<file path="src/shared/pcrb_pkg.sv">
package pcrb_pkg;
   // Feature-enable register field positions
   localparam int FE_PVI_BIT   = 1;
   localparam int FE_TSL_BIT   = 2;
   localparam int FE_DBX_BIT   = 3;
   localparam int FE_LPG_BIT   = 4;
   localparam int FE_WPA_BIT   = 5;
   localparam int FE_MCE_BIT   = 6;
   localparam int FE_GPG_BIT   = 7;
   localparam int FE_CRE_BIT   = 8;
   localparam int FE_FSS_BIT   = 9;
   localparam int FE_VXS_BIT   = 10;
   localparam int FE_VME_BIT   = 13;
   localparam int FE_SME_BIT   = 14;
   localparam int FE_SBA_BIT   = 16;
   localparam int FE_PCI_BIT   = 17;
   localparam int FE_XSE_BIT   = 18;
   localparam int FE_SEP_BIT   = 20;
   // Implemented feature-enable bits
   localparam logic [31:0] FE_IMPL_MASK = 32'h0017_67FE;
   localparam logic [31:0] FE_RESET     = 32'h0000_0000;
   // Priority threshold field
   localparam int          PT_WIDTH     = 4;
   localparam logic [3:0]  PT_ALL_OFF   = 4'hF;
   localparam logic [63:0] PT_RESET     = 64'h0000_0000_0000_0000;
   // Extended state-enable register
   localparam int          XS_BASE_BIT  = 0;
   localparam int          XS_VEC_BIT   = 1;
   localparam int          XS_WIDE_BIT  = 2;
   localparam int          XS_RSVD_BIT  = 63;
   localparam logic [63:0] XS_RESET     = 64'h0000_0000_0000_0001;
   localparam logic [63:0] XS_SUPPORTED = 64'h0000_0000_0000_0007;
   // Identification mirror bit position
   localparam int          ID_XSE_BIT   = 27;
   // Register select codes
   typedef enum logic [1:0]
   {
      PCRB_SEL_FE = 2'b00,
      PCRB_SEL_PT = 2'b01,
      PCRB_SEL_XS = 2'b10,
      PCRB_SEL_NO = 2'b11
   } pcrb_sel_t;
endpackage

</file>
<file path="src/shared/pcrb_chk_if.sv">
`timescale 1ns/1ns
// Write-check carrier between bank and checker
interface pcrb_chk_if;
   import pcrb_pkg::*;
   logic [63:0] wdata;
   logic [63:0] supported;
   logic        fault;
   modport bank (output wdata, output supported, input fault);
   modport chk  (input wdata, input supported, output fault);
endinterface

</file>
<file path="src/core/pcrb_xs_check.sv">
`timescale 1ns/1ns
// Legality check for an extended state-enable write
module pcrb_xs_check
   import pcrb_pkg::*;
(
   pcrb_chk_if.chk c
);
   // Fault terms
   always_comb
   begin
      c.fault = 1'b0;
      if (!c.wdata[XS_BASE_BIT])
      begin
         c.fault = 1'b1;
      end
      if (!c.wdata[XS_VEC_BIT] && c.wdata[XS_WIDE_BIT])
      begin
         c.fault = 1'b1;
      end
      if ((c.wdata & ~c.supported) != 64'h0000_0000_0000_0000)
      begin
         c.fault = 1'b1;
      end
   end
endmodule

</file>
<file path="src/core/pcrb_bank.sv">
`timescale 1ns/1ns
module pcrb_bank
   import pcrb_pkg::*;
#(
   parameter logic [63:0] XS_SUPPORT = XS_SUPPORTED
)
(
   // Clock and reset
   input  wire logic        SYS_CLK_I,
   input  wire logic        RESET_I,
   // Register access request
   input  wire logic        WR_I,
   input  wire logic        RD_I,
   input  wire logic [1:0]  SEL_I,
   input  wire logic [63:0] WDATA_I,
   input  wire logic [1:0]  CPL_I,
   input  wire logic        LONG_MODE_ACTIVE_I,
   // Instruction and event qualification
   input  wire logic        TIME_STAMP_READ_I,
   input  wire logic        PERF_COUNTER_READ_I,
   input  wire logic        DEBUG_REG_REF_I,
   input  wire logic        VECTOR_INSN_I,
   input  wire logic        VECTOR_EXEMPT_I,
   input  wire logic        SEGMENT_BASE_INSN_I,
   input  wire logic        VECTOR_FP_EXC_I,
   input  wire logic        MACHINE_CHECK_I,
   input  wire logic [3:0]  IRQ_PRIORITY_I,
   // Read answer
   output logic [63:0]      RDATA_O,
   output logic             RVALID_O,
   // Faults
   output logic             GENERAL_PROTECTION_FAULT_O,
   output logic             UNDEFINED_OPCODE_FAULT_O,
   output logic             VECTOR_FP_FAULT_O,
   output logic             MACHINE_CHECK_O,
   output logic             DEBUG_REG_ALIAS_O,
   output logic             IRQ_ALLOWED_O,
   // Feature controls to consumers
   output logic             VIRTUAL_INTERRUPT_FLAG_EN_O,
   output logic             LARGE_PAGE_ENABLE_O,
   output logic             WIDE_PHYSICAL_ADDRESS_O,
   output logic             GLOBAL_PAGE_ENABLE_O,
   output logic             VECTOR_STATE_SAVE_O,
   output logic             VIRTUAL_MACHINE_ENABLE_O,
   output logic             SAFER_MODE_ENABLE_O,
   output logic             PROCESS_CONTEXT_ID_ENABLE_O,
   output logic             SUPERVISOR_EXEC_PREVENT_O,
   output logic             ID_EXTENDED_SAVE_O,
   output logic [63:0]      EXT_STATE_ENABLE_O
);

   // Complete module state
   typedef struct packed
   {
      logic [31:0] fe;
      logic [63:0] pt;
      logic [63:0] xs;
      logic [63:0] rdata;
      logic        rvalid;
      logic        gp;
      logic        ud;
      logic        xf;
      logic        mc;
      logic        dbg_alias;
      logic        irq_ok;
      logic [9:0]  ctl;
   } pcrb_state_t;

   pcrb_state_t st_ff;
   pcrb_state_t nxt_st;

   pcrb_chk_if  chk ();
   pcrb_sel_t   sel;
   logic        sel_fe;
   logic        sel_pt;
   logic        sel_xs;
   logic        sel_no;
   logic        priv;
   logic        xs_open;
   logic        wr_fault;
   logic [31:0] fe_new;

   // One-hot register select, shared by the fault, write and read paths
   function automatic logic [3:0] sel_decode(input pcrb_sel_t s);
      logic [3:0] hot;
      hot = 4'h0;
      if (s == PCRB_SEL_FE)
      begin
         hot[0] = 1'b1;
      end
      else if (s == PCRB_SEL_PT)
      begin
         hot[1] = 1'b1;
      end
      else if (s == PCRB_SEL_XS)
      begin
         hot[2] = 1'b1;
      end
      else
      begin
         hot[3] = 1'b1;
      end
      return hot;
   endfunction

   // Request qualifiers
   assign sel           = pcrb_sel_t'(SEL_I);
   assign {sel_no, sel_xs, sel_pt, sel_fe} = sel_decode(sel);
   assign priv          = (CPL_I == 2'h0);
   assign xs_open       = st_ff.fe[FE_XSE_BIT];
   // Bit 63 never names a state component, whatever the parameter holds
   assign chk.wdata     = WDATA_I;
   assign chk.supported = XS_SUPPORT & ~(64'h1 << XS_RSVD_BIT);

   // Extended write legality check
   pcrb_xs_check u_chk
   (
      .c (chk)
   );

   // Candidate feature-enable value
   // Unimplemented bits are dropped, so they always read back as zero
   assign fe_new = WDATA_I[31:0] & FE_IMPL_MASK;

   // Write fault decode; privilege is checked before any register rule
   always_comb
   begin
      wr_fault = 1'b0;
      if (!priv)
      begin
         wr_fault = 1'b1;
      end
      else if (sel_fe)
      begin
         // Context ids may only be switched on while long mode is active
         if (fe_new[FE_PCI_BIT] && !st_ff.fe[FE_PCI_BIT] && !LONG_MODE_ACTIVE_I)
         begin
            wr_fault = 1'b1;
         end
      end
      else if (sel_pt)
      begin
         wr_fault = 1'b0;                                   // Any threshold value accepted
      end
      else if (sel_xs)
      begin
         if (!xs_open)
         begin
            wr_fault = 1'b1;
         end
         else if (chk.fault)
         begin
            wr_fault = 1'b1;
         end
      end
      else
      begin
         wr_fault = 1'b1;
      end
   end

   // Next-state computation
   always_comb
   begin
      nxt_st        = st_ff;
      nxt_st.rvalid = 1'b0;
      nxt_st.gp     = 1'b0;
      // Register writes; faulting writes keep contents
      if (WR_I)
      begin
         nxt_st.gp = wr_fault;
         if (!wr_fault)
         begin
            if (sel_fe)
            begin
               nxt_st.fe = fe_new;
            end
            else if (sel_pt)
            begin
               nxt_st.pt = {60'h0, WDATA_I[PT_WIDTH-1:0]};
            end
            else if (sel_xs)
            begin
               nxt_st.xs = WDATA_I;
            end
         end
      end
      // Register reads
      else if (RD_I)
      begin
         // Extended register answers at any privilege once opened
         if (sel_xs && !xs_open)
         begin
            nxt_st.gp = 1'b1;
         end
         else if (sel_xs)
         begin
            nxt_st.rdata  = st_ff.xs;
            nxt_st.rvalid = 1'b1;
         end
         // Control registers are privileged; the unmapped code never answers
         else if (!priv || sel_no)
         begin
            nxt_st.gp = 1'b1;
         end
         else if (sel_fe)
         begin
            nxt_st.rdata  = {32'h0, st_ff.fe};
            nxt_st.rvalid = 1'b1;
         end
         else
         begin
            nxt_st.rdata  = st_ff.pt;
            nxt_st.rvalid = 1'b1;
         end
      end
      // Instruction gating faults
      nxt_st.ud = 1'b0;

      // Time-stamp reads outside level 0 while locked
      if (TIME_STAMP_READ_I && st_ff.fe[FE_TSL_BIT] && !priv)
      begin
         nxt_st.gp = 1'b1;
      end

      // Counter reads outside level 0 unless opened to all levels
      if (PERF_COUNTER_READ_I && !st_ff.fe[FE_CRE_BIT] && !priv)
      begin
         nxt_st.gp = 1'b1;
      end

      // Debug register four/five references fault under the extension
      if (DEBUG_REG_REF_I && st_ff.fe[FE_DBX_BIT])
      begin
         nxt_st.ud = 1'b1;
      end

      // Vector instructions need fast-save support, exempt ones excepted
      if (VECTOR_INSN_I && !VECTOR_EXEMPT_I && !st_ff.fe[FE_FSS_BIT])
      begin
         nxt_st.ud = 1'b1;
      end

      // Segment-base instructions need their own enable
      if (SEGMENT_BASE_INSN_I && !st_ff.fe[FE_SBA_BIT])
      begin
         nxt_st.ud = 1'b1;
      end

      // Unsupported vector exceptions become undefined-opcode faults
      if (VECTOR_FP_EXC_I && !st_ff.fe[FE_VXS_BIT])
      begin
         nxt_st.ud = 1'b1;
      end
      nxt_st.xf        = VECTOR_FP_EXC_I && st_ff.fe[FE_VXS_BIT];
      nxt_st.dbg_alias = DEBUG_REG_REF_I && !st_ff.fe[FE_DBX_BIT];
      nxt_st.mc        = MACHINE_CHECK_I && st_ff.fe[FE_MCE_BIT];
      // Priority threshold compare
      // Class 0 never passes, and threshold 15 holds back every class
      nxt_st.irq_ok    = (st_ff.pt[3:0] != PT_ALL_OFF) &&
                         (IRQ_PRIORITY_I > st_ff.pt[3:0]);
      // Registered feature outputs
      nxt_st.ctl[0]  = st_ff.fe[FE_PVI_BIT];
      nxt_st.ctl[1]  = st_ff.fe[FE_LPG_BIT];
      nxt_st.ctl[2]  = st_ff.fe[FE_WPA_BIT];
      nxt_st.ctl[3]  = st_ff.fe[FE_GPG_BIT];
      nxt_st.ctl[4]  = st_ff.fe[FE_FSS_BIT];
      nxt_st.ctl[5]  = st_ff.fe[FE_VME_BIT];
      nxt_st.ctl[6]  = st_ff.fe[FE_SME_BIT];
      nxt_st.ctl[7]  = st_ff.fe[FE_PCI_BIT];
      nxt_st.ctl[8]  = st_ff.fe[FE_SEP_BIT];
      nxt_st.ctl[9]  = st_ff.fe[FE_XSE_BIT];
   end

   // State register
   always_ff @(posedge SYS_CLK_I or posedge RESET_I)
   begin
      if (RESET_I)
      begin
         // Every field to a constant; only the extended register is non-zero
         st_ff.fe        <= FE_RESET;
         st_ff.pt        <= PT_RESET;
         st_ff.xs        <= XS_RESET;
         st_ff.rdata     <= 64'h0000_0000_0000_0000;
         st_ff.rvalid    <= 1'b0;
         st_ff.gp        <= 1'b0;
         st_ff.ud        <= 1'b0;
         st_ff.xf        <= 1'b0;
         st_ff.mc        <= 1'b0;
         st_ff.dbg_alias <= 1'b0;
         st_ff.irq_ok    <= 1'b0;
         st_ff.ctl       <= 10'h000;
      end
      else
      begin
         st_ff <= nxt_st;
      end
   end

   // Read answer and fault pulses, straight from state flops
   assign RDATA_O                     = st_ff.rdata;
   assign RVALID_O                    = st_ff.rvalid;
   assign GENERAL_PROTECTION_FAULT_O  = st_ff.gp;
   assign UNDEFINED_OPCODE_FAULT_O    = st_ff.ud;
   assign VECTOR_FP_FAULT_O           = st_ff.xf;
   assign MACHINE_CHECK_O             = st_ff.mc;
   assign DEBUG_REG_ALIAS_O           = st_ff.dbg_alias;
   assign IRQ_ALLOWED_O               = st_ff.irq_ok;

   // Feature levels, one cycle behind the register
   assign VIRTUAL_INTERRUPT_FLAG_EN_O = st_ff.ctl[0];
   assign LARGE_PAGE_ENABLE_O         = st_ff.ctl[1];
   assign WIDE_PHYSICAL_ADDRESS_O     = st_ff.ctl[2];
   assign GLOBAL_PAGE_ENABLE_O        = st_ff.ctl[3];
   assign VECTOR_STATE_SAVE_O         = st_ff.ctl[4];
   assign VIRTUAL_MACHINE_ENABLE_O    = st_ff.ctl[5];
   assign SAFER_MODE_ENABLE_O         = st_ff.ctl[6];
   assign PROCESS_CONTEXT_ID_ENABLE_O = st_ff.ctl[7];
   assign SUPERVISOR_EXEC_PREVENT_O   = st_ff.ctl[8];
   assign ID_EXTENDED_SAVE_O          = st_ff.ctl[9];

   // Extended register, no lag after the write edge
   assign EXT_STATE_ENABLE_O          = st_ff.xs;
endmodule

</file>
<file path="config.mk">
export PLATFORM = sky130hd
export DESIGN_NAME = pcrb_bank
export DESIGN_NICKNAME = d
export VERILOG_FILES = /design/src/shared/pcrb_pkg.sv /design/src/shared/pcrb_chk_if.sv /design/src/core/pcrb_xs_check.sv /design/src/core/pcrb_bank.sv
export SDC_FILE = /design/constraint.sdc
export NUM_CORES = 1
export LEC_CHECK = 0
export ABC_AREA = 0
export BUFFER_PORTS_ARGS = -buffer_cell sky130_fd_sc_hd__buf_2
export CAP_MARGIN = 20
export CORE_ASPECT_RATIO = 1.75
export CORE_MARGIN = 4
export CORE_UTILIZATION = 25
export CTS_CLUSTER_SIZE = 24
export DETAILED_ROUTE_END_ITERATION = 10
export HOLD_SLACK_MARGIN = 0.06
export PLACE_DENSITY = 0.54
export SLEW_MARGIN = 10
export SYNTH_ARGS = -nofsm -noshare
export SYNTH_HDL_FRONTEND = slang
export SYNTH_SLANG_ARGS = --single-unit
</file>
<file path="constraint.sdc">
create_clock -name SYS_CLK_I -period 5.9 [get_ports SYS_CLK_I]
set_input_delay 0 -clock SYS_CLK_I [delete_from_list [all_inputs] [get_ports SYS_CLK_I]]
set_output_delay 0 -clock SYS_CLK_I [all_outputs]
set_load 0.05 [all_outputs]
</file>
==> results by group, run 1 <==
Floorplanning
  – Die X: 137.1 µm
  – Die Area: 32060 µm²
  – Boundary Pins: 230
  – Core area: between 20000 and 30000 µm²
  – FP Rows: roughly 80
  – Die Ht: ~230 µm
  – Initial Util: 25.37%

Detailed routing
  – DRT Pass-1 Iters: 4
  – Drc violations: 0
  – Via density: 4.052
  – Drt wl/cell: 15.83 µm
  – Post-DRT Antenna Nets: 0
  – Via count: 4826
  – Routed WL: approximately 19000 µm
  – Starting DRC count in detailed routing: roughly 140

Global route
  – Met2 GRT Util: between 20% and 30%
  – Grt ovf: 0
  – Initial antenna violation count: 0
  – Vias in the first global route: 4897
  – Grt peak-use layer: met2
  – GRT Resource Usage Total: 12.03%
  – Met3 usage: between 3 and 4%
  – Met1 Use GR: about an eighth
  – First-pass GRT wire length: 28620 µm
  – Largest net degree at the start of global routing: approximately 100

STA
  – Worst slew pin tran: 0.9965 ns
  – Final WS setup: roughly 2.9 ns
  – Final worst-path cycle share: about half
  – Clk_skew: roughly 0.019 ns
  – RSZ-0062 raised after global routing: no
  – Final setup violating endpoints: 0
  – Fin crit period: 3.040 ns
  – Final hold vios: 0
  – Hold Worst Slack: 0.2989 ns
  – Setup TNS: 0 ns
  – Slew Limit Headroom: roughly a third
  – Fmax: 329.0 MHz
  – Max Slew Vio Count: 0

Clock tree
  – CTS tree: done
  – Post_cts resized: 0
  – Clock Sinks: 165
  – Max Buffers Root-to-Sink: 2
  – CTS H-tree depth: 4
  – Post-CTS Setup Inserts: 0
  – Clk Latency, worst-skew pair: 0.44 ns
  – Root buf cell: clkbuf_16
  – CTS buffer count: 17
  – Reg clk slew, reported paths: 0.07 ns

Synth
  – Syn_nets: about 760
  – Avg Cell Area, Syn: 10.85 µm²
  – Register area share after synthesis: 56.66%
  – Synth warn: 0
  – Asr flop ratio synth: 100.0%
  – Most common flop cell mapped by yosys: dfrtp_1
  – Number of synthesized flops with an enable pin: 0
  – Post-Syn Area: approximately 7300 µm²
  – Synth Instances: 672
  – FF+latch count, synth: 165
  – Netlist cell types: 38

Worst setup path
  – Critical Path RT: 6.18 ns
  – Worst r2r path cells: 4
  – Critical path startpoint: SEL_I[0]
  – CP Launch Type: input port
  – Worst reg2reg setup slack: approximately 3.3 ns
  – Reg-to-Reg End: nxt_st[6]
  – Crit path kind: input port to flip-flop
  – CP Capture Type: flip-flop
  – Worst-path maximum fanout: 80
  – Reg2reg start: nxt_st[7]
  – Crit path arrival time: between 3 and 4 ns
  – Worst Setup EP: RDATA_O[23]

Placement
  – Pre-CTS WS: 2.663 ns
  – DP HPWL: 13380 µm
  – Port bufs: 229
  – RePlAce Congestion: 0.7687

Min path
  – Hold Crit Class: input port to asynchronous set/reset pin

Layout
  – Layout cells sized above 1: 37.02%
  – ANT cells: 0
  – Area added between synthesis and finish: 20.29%
  – Nets: 889
  – Post-layout util: 30.52%

Run status
  – Status: finished, final reports clean

Power
  – Leakage power total: between 4 and 5 nW
  – Max VDD drop: roughly 0.00019 V
  – PwrDens: ~310 nW/µm²

Job
  – Max Cap Viol: 0
## kinds of logic (layout without fill, tap and decap cells)
| group | Yosys count | in the layout | share of synthesized area, % |
|---|---|---|---|
| buf+inv | 168 | 309 | 16.15 |
| mux | 25 | 25 | 4.377 |
| fa+ha+maj | 4 | 4 | 0.6866 |
| simple gates | 219 | 219 | 14.92 |
| flops | 165 | 165 | 56.66 |
| compound gates | 91 | 91 | 7.209 |
## registers in the layout, summed over array words and instances (netlist names)
register / count
SAFER_MODE_ENABLE_O: 1
GENERAL_PROTECTION_FAULT_O: 1
EXT_STATE_ENABLE_O: 64
LARGE_PAGE_ENABLE_O: 1
GLOBAL_PAGE_ENABLE_O: 1
VECTOR_STATE_SAVE_O: 1
UNDEFINED_OPCODE_FAULT_O: 1
IRQ_ALLOWED_O: 1
WIDE_PHYSICAL_ADDRESS_O: 1
ID_EXTENDED_SAVE_O: 1
DEBUG_REG_ALIAS_O: 1
PROCESS_CONTEXT_ID_ENABLE_O: 1
VIRTUAL_INTERRUPT_FLAG_EN_O: 1
VIRTUAL_MACHINE_ENABLE_O: 1
nxt_st: 10
MACHINE_CHECK_O: 1
st_ff: 10
VECTOR_FP_FAULT_O: 1
RVALID_O: 1
SUPERVISOR_EXEC_PREVENT_O: 1
RDATA_O: 64
## what timing repair did
action | CTS | global route
endpoints found under the setup margin | 0 | 0
hold buffers | 33 | 0
endpoints found under the hold margin | 133 | 0
## stage by stage
stage / power [mW] / cells / instance area [µm²]
global route: 2.841 / 1191 / 8768
floorplan: 1.464 / 672 / 7289
detailed placement: 1.574 / 1125 / 7815
global placement: 1.571 / 1124 / 7810
CTS: 2.766 / 1190 / 8748
finish: 2.721 / 1191 / 8768
## cells in the mapped netlist (all sizes together) (2+ instances only)
| cell | number | area, µm² |
|---|---|---|
| nand3 | 2 | 10.01 |
| and2 | 63 | 394.1 |
| buf | 140 | 1061 |
| nand2b | 5 | 31.28 |
| dfrtp | 164 | 4104 |
| a22oi | 17 | 127.6 |
| inv | 9 | 33.78 |
| a21oi | 2 | 10.01 |
| clkbuf | 19 | 82.58 |
| nor4 | 16 | 100.1 |
| nor2b | 2 | 12.51 |
| nor3 | 2 | 15.01 |
| nand2 | 114 | 430.4 |
| mux2 | 25 | 319.0 |
| ha | 4 | 50.05 |
| o21ai | 66 | 330.3 |
| nand4 | 6 | 37.54 |
| nor2 | 4 | 15.01 |
## cell type report
class                      count  area (µm²)
timing repair buffer         268        1531
inverter                       9       38.79
clock inverter                14       163.9
tap                          378       473.0
multi-input combinational    339        1992
fill                        3004       19960
clock buffer                  18       439.2
sequential                   165        4130
## power by group
group	total, mW	switching (mW)	internal [mW]	leakage, nW
clock	1.15	0.502	0.649	0.298
sequential	1.24	0.0516	1.19	2.24
combinational	0.327	0.208	0.119	1.95
total	2.72	0.761	1.96	4.49
## cell usage in the layout, fill, tap and decap left out, drive strengths merged, types with 2 or more instances in the layout
master	count
nor3	2
clkinv	3
nor2b	2
nand2b	5
o21ai	66
bufinv	2
nor4	16
inv	17
nand4	6
a21oi	2
mux2	25
clkbuf	18
nand2	114
nor2	4
nand3	2
a22oi	17
dlygate4sd3	33
buf	235
dfrtp	164
and2	63
ha	4
## layer usage
metal	share of wire [%]	wire, µm
met1	38	7103
met2	53	9969
met3	6.2	1175
met4	3.2	606
met5	0	0
## worst min path at each step
stage | cells after the start | start | end
after floorplan | 1 | VECTOR_EXEMPT_I | UNDEFINED_OPCODE_FAULT_O
after global placement | 2 | VECTOR_EXEMPT_I | UNDEFINED_OPCODE_FAULT_O
after detailed placement | 2 | VECTOR_EXEMPT_I | UNDEFINED_OPCODE_FAULT_O
after CTS | 3 | MACHINE_CHECK_I | MACHINE_CHECK_O
after global routing | 3 | MACHINE_CHECK_I | MACHINE_CHECK_O
final | 3 | RESET_I | RDATA_O[38]
## worst max-delay path, stage by stage
cell and delay (ns):
dlygate4sd3_1 0.54, buf_2 0.19, and2b_2 0.56, buf_4 0.54, a21oi_1 0.16, or3b_4 0.63, buf_4 0.43, nand2_1 0.14
o21ai_0 0.09
(Power assumes the default switching activity.)
==> inputs of run 2 (changes only) <==
PLACE_DENSITY = 0.56   (was 0.54)
clock period = 2.5 ns   (was 5.9 ns; I/O delays follow)
==> run 2 against run 1 <==
  * Global-route usage increased by 0.074 points
  * Count of clock-buffer cells in the layout is the same
  * Critical path depth shrank 4
  * Die area is the same
  * Core utilization up 0.71 points
  * Critical endpoint is now GENERAL_PROTECTION_FAULT_O
  * Largest power group unchanged
==> results by group, run 2 (synthesis results as in run 1) <==
Run status
  – Status: finished, final reports clean

Worst setup path
  – Reg-to-Reg End: GENERAL_PROTECTION_FAULT_O
  – Worst reg2reg setup slack: 0.13 ns
  – Crit path arrival time: about 2.7 ns
  – Critical Path Max Stage Delay: between 0.5 and 0.6 ns
  – CP max-delay cell: dlygate4sd3_1
  – Reg2reg start: st_ff[211]
  – Worst-path maximum fanout: 3
  – Most used cell, CP: dlygate4sd3_1
  – Worst r2r path cells: 5
  – Critical path startpoint: st_ff[211]
  – Critical Path RT: 2.82 ns
  – CP Capture Type: flip-flop
  – CP cell instances: a22oi_1 -> dlygate4sd3_1 -> a2bb2o_1 -> dlygate4sd3_1 -> a31o_2
  – CP Launch Type: flip-flop
  – Crit path kind: flip-flop to flip-flop

Layout
  – Post-layout util: about 31%
  – Nets: roughly 900
  – Area added between synthesis and finish: 23.07%
  – Layout cells sized above 1: 37.17%
  – Multi-input logic area: 1992 µm²
  – Most frequent cells in the layout: 229 x buf_2, 164 x dfrtp_1, 113 x nand2_1
  – Register area: 4130 µm²
  – Fill count: around 3000
  – Commonest non-fill, non-tap cell in the layout: buf_2
  – ANT cells: 0

Power
  – Max VDD drop: 0.0004601 V
  – PwrDens: between 700 and 800 nW/µm²
  – Leakage power total: between 4 and 5 nW

Detailed routing
  – DRT Pass-1 Iters: 4
  – Starting DRC count in detailed routing: 254
  – Via count: 4907
  – Post-DRT Antenna Nets: 0
  – Drt wl/cell: 15.73 µm
  – Via density: 4.049
  – Routed WL: approximately 19000 µm
  – Drc violations: 0

Min path
  – Worst Hold Depth: 6
  – Hold Crit Class: input port to flip-flop
  – Hold wc startpoint: WDATA_I[62]
  – Hold Path Sink: GENERAL_PROTECTION_FAULT_O

STA
  – Final setup violating endpoints: 0
  – Max Slew Vio Count: 0
  – Final WS setup: 0.1335 ns
  – Worst slew pin tran: 0.7655 ns
  – Setup TNS: 0 ns
  – Fin crit period: 2.367 ns
  – Fmax: 422.6 MHz
  – Final hold vios: 0
  – RSZ-0062 raised after global routing: no
  – Final worst-path cycle share: between 90 and 100%
  – Slew Limit Headroom: 48.86%
  – Clk_skew: 0.01204 ns

Global route
  – Grt ovf: 0
  – Grt peak-use layer: met2
  – GRT Resource Usage Total: roughly an eighth
  – Met2 GRT Util: between 20% and 30%
  – Largest net degree at the start of global routing: 130
  – Met3 usage: 3.049%
  – Vias in the first global route: 4953
  – First-pass GRT wire length: 29130 µm
  – Initial antenna violation count: 0
  – Met1 Use GR: 13.05%

Clock tree
  – CTS buffer count: 17
  – Max Buffers Root-to-Sink: 2
  – Clk Latency, worst-skew pair: 0.44 ns
  – Clock Sinks: 165
  – CTS tree: done
  – Root buf cell: clkbuf_16
  – Post_cts resized: 0
  – Post-CTS Setup Inserts: 0
  – Reg clk slew, reported paths: 0.07 ns
  – CTS H-tree depth: 4

Job
  – Max Cap Viol: 0

Floorplanning
  – Boundary Pins: 230
  – FP Rows: 82
  – Die Ht: roughly 230 µm
  – Core area: between 20000 and 30000 µm²
  – Initial Util: 25.37%
  – Die X: roughly 140 µm
  – Die Area: approximately 32000 µm²

Placement
  – DP HPWL: 13620 µm
  – Pre-CTS WS: 0.1326 ns
  – Port bufs: between 200 and 250
  – RePlAce Congestion: 0.8134
-- run 2: how the worst max path moves through the flow --
stage / end / slack [ns] / depth (start not counted)
final: GENERAL_PROTECTION_FAULT_O / 0.13 / 5
after global routing: EXT_STATE_ENABLE_O[1] / 0.05 / 9
after floorplan: DEBUG_REG_ALIAS_O / 0.40 / 1
after CTS: IRQ_ALLOWED_O / 0.02 / 9
after detailed placement: EXT_STATE_ENABLE_O[1] / 0.13 / 8
after global placement: EXT_STATE_ENABLE_O[1] / 0.07 / 8
-- run 2: final cells by class --
cell class,instances,share of cell area (%)
Inverter,9,0.4184
Multi-Input combinational cell,339,22.20
Sequential cell,165,46.04
Clock inverter,14,1.562
Tap cell,378,5.272
Clock buffer,18,4.895
Timing Repair Buffer,289,19.61
-- run 2: report_power, final --
| part | internal, mW | total, mW | switching, mW |
|---|---|---|---|
| registers | 2.81 | 2.93 | 0.121 |
| logic | 0.302 | 0.802 | 0.500 |
| clock network | 1.43 | 2.59 | 1.16 |
| total | 4.54 | 6.32 | 1.78 |
-- run 2: worst max-delay path: cells and delay by family (launching register included) --
kind	cells	cell delay [ns]
flip-flops	1	0.43
buffers and inverters	2	1.14
AO/OA/AOI/OAI	3	0.68
-- run 2: layer usage --
metal,up-vias,routed length (µm)
li1,2385,-
met1,2319,7141
met2,167,10140
met3,36,1076
met4,0,708
met5,-,0
-- run 2: through the flow --
step	total power, mW	cells	hold slack, ns	cell area (µm²)
after global placement	3.723	1135	0.1934	7941
after detailed placement	3.734	1135	0.1901	7941
after CTS	6.448	1213	0.06024	8981
after global routing	6.638	1212	0.09958	8971
final	6.325	1212	0.09542	8971
after floorplan	3.455	672	0.1073	7293
-- run 2: timing repair --
action | CTS | global route
endpoints found under the hold margin | 56 | 0
hold buffers | 46 | 0
setup endpoints to repair | 0 | 1
==> inputs of run 3 (changes only) <==
CELL_PAD_IN_SITES_DETAIL_PLACEMENT = 1   (was unset)
CELL_PAD_IN_SITES_GLOBAL_PLACEMENT = 2   (was unset)
PLACE_DENSITY = 0.77   (was 0.56)
==> run 3 against run 2 <==
  * Critical path depth increased by 4
  * Via count grew 2.0%
  * Combinational power is 0.9% higher
  * Worst setup slack improved by 0.094 ns
  * First-iteration DRC count down 40%
  * Routed wire length rose by 7.1%
  * Non-clock buffer count shrank 10
  * Sequential cell count unchanged
  * Design area decreased by 0.96%
  * Hold slack improved by 0.016 ns
  * Highest routed layer unchanged
==> results by group, run 3 (synthesis results as in run 1) <==
Run status
  – Status: finished, final reports clean

Clock tree
  – CTS buffer count: 17
  – Max Buffers Root-to-Sink: 2
  – Clk Latency, worst-skew pair: roughly 0.44 ns
  – Post-CTS Setup Inserts: 0
  – Root buf cell: clkbuf_16
  – Clock Sinks: 165
  – Reg clk slew, reported paths: 0.07 ns
  – CTS H-tree depth: 4
  – CTS tree: done

Global route
  – Largest net degree at the start of global routing: 142
  – GRT Resource Usage Total: 13.30%
  – Grt ovf: 0
  – Initial antenna violation count: 0
  – Vias in the first global route: 5441
  – First-pass GRT wire length: 31950 µm

Worst setup path
  – Worst r2r path cells: 7
  – CP Capture Type: flip-flop
  – Crit path arrival time: 2.60 ns
  – Reg2reg start: st_ff[148]
  – Worst-path maximum fanout: 2
  – Reg-to-Reg End: IRQ_ALLOWED_O
  – CP cell instances: dlygate4sd3_1 -> buf_2 -> nor4_1 -> dlygate4sd3_1 -> nand4_1 -> nor3_2 -> dlygate4sd3_1 -> nand2_1 -> a31o_2
  – Critical Path RT: 2.83 ns
  – Critical Path Max Stage Delay: approximately 0.59 ns
  – Most used cell, CP: dlygate4sd3_1
  – CP Launch Type: input port
  – CP max-delay cell: dlygate4sd3_1
  – Worst reg2reg setup slack: 0.27 ns
  – Crit path kind: input port to flip-flop

Layout
  – Finished Layout Cells: 1201
  – Post-layout util: between 30% and 40%
  – Post-route cell area: 8885 µm²
  – Area added between synthesis and finish: 21.88%
  – Commonest non-fill, non-tap cell in the layout: buf_2
  – Layout cells sized above 1: 37.18%
  – Nets: 900
  – Most frequent cells in the layout: 229 x buf_2, 164 x dfrtp_1, 113 x nand2_1
  – ANT cells: 0

Power
  – PwrDens: 723.3 nW/µm²
  – Leakage power total: about 4.5 nW
  – Max VDD drop: 0.0004824 V
  – Final total power: 6.427 mW

Placement
  – Port bufs: between 200 and 250
  – Placed inst area: 7886 µm²
  – Inst Count DP: 1131
  – Pre-CTS WS: 0.4544 ns
  – DP HPWL: roughly 14000 µm
  – RePlAce Congestion: 0.8084

STA
  – RSZ-0062 raised after global routing: no
  – Slew Limit Headroom: 42.74%
  – Final hold vios: 0
  – Hold Worst Slack: 0.1113 ns
  – Setup TNS: 0 ns
  – Max Slew Vio Count: 0
  – Fmax: 440.1 MHz
  – Worst slew pin tran: ~0.86 ns
  – Final setup violating endpoints: 0
  – Final WS setup: 0.2279 ns
  – Clk_skew: 0.01044 ns
  – Fin crit period: 2.272 ns
  – Final worst-path cycle share: 90.88%

Floorplanning
  – Die Ht: around 230 µm
  – FP Rows: between 80 and 90
  – Die X: 137.1 µm
  – Die Area: around 32000 µm²
  – Initial Util: 25.37%
  – Boundary Pins: 230
  – Core area: 28730 µm²

Detailed routing
  – Via count: 5003
  – Post-DRT Antenna Nets: 0
  – DRT Pass-1 Iters: 4
  – Starting DRC count in detailed routing: 152
  – Routed WL: 20420 µm
  – Drt wl/cell: between 15 and 20 µm
  – Via density: 4.166
  – Drc violations: 0

Job
  – Max Cap Viol: 0

Min path
  – Worst Hold Depth: 4
  – Hold wc startpoint: CPL_I[1]
  – Hold Path Sink: GENERAL_PROTECTION_FAULT_O
  – Hold Crit Class: input port to flip-flop
-- run 3: cell types whose count changed in the layout (fill, tap and decap cells not counted), moves of 2 or more --
cell           before  now
dlygate4sd3_1      45   39
inv_6               5    1
buf_12              4    2
buf_4              11    9
bufinv_16           1    3
clkinvlp_4          2    4
inv_8               2    0
-- run 3: final cells by class --
type                            count  area [µm²]
Clock buffer                       19       442.9
Multi-Input combinational cell    339        2003
Fill cell                        3292       19840
Tap cell                          378       473.0
Sequential cell                   165        4130
Inverter                            9       37.54
Clock inverter                     12       153.9
Timing Repair Buffer              279        1644
-- run 3: how the worst max path moves through the flow --
stage | from | end | slack, ns | cells after the start
floorplan | RESET_I | DEBUG_REG_ALIAS_O | 0.40 | 1
global placement | nxt_st[7] | EXT_STATE_ENABLE_O[11] | 0.50 | 6
detailed placement | nxt_st[7] | EXT_STATE_ENABLE_O[21] | 0.45 | 6
CTS | WDATA_I[9] | GENERAL_PROTECTION_FAULT_O | 0.10 | 10
global route | WDATA_I[32] | GENERAL_PROTECTION_FAULT_O | 0.07 | 9
finish | WDATA_I[32] | GENERAL_PROTECTION_FAULT_O | 0.23 | 9
-- run 3: routing by layer --
| metal | vias up | wire [µm] | track usage, % |
|---|---|---|---|
| met5 | - | 0 | 0 |
| met4 | 0 | 725 | 6.648 |
| met3 | 32 | 1164 | 3.693 |
| met2 | 174 | 10640 | 22.80 |
| met1 | 2442 | 7885 | 15.00 |
| li1 | 2355 | - | - |
-- run 3: report_power, final --
part / internal (mW) / leakage [nW] / total [mW] / switching (mW)
registers: 2.81 / 2.24 / 2.93 / 0.111
clock network: 1.59 / 0.285 / 2.69 / 1.10
logic: 0.291 / 2.00 / 0.809 / 0.518
total: 4.70 / 4.53 / 6.43 / 1.73
-- run 3: timing repair --
item,in CTS,in global routing
endpoints found under the hold margin,192,0
hold buffers,40,0
resized for setup,0,2
endpoints found under the setup margin,0,1
-- run 3: worst max-delay path, delay by kind of cell --
family	cells	cell delay, ns
buffers and inverters	4	1.83
and+or+nand+nor	4	0.54
AOI/OAI and AO/OA	1	0.24
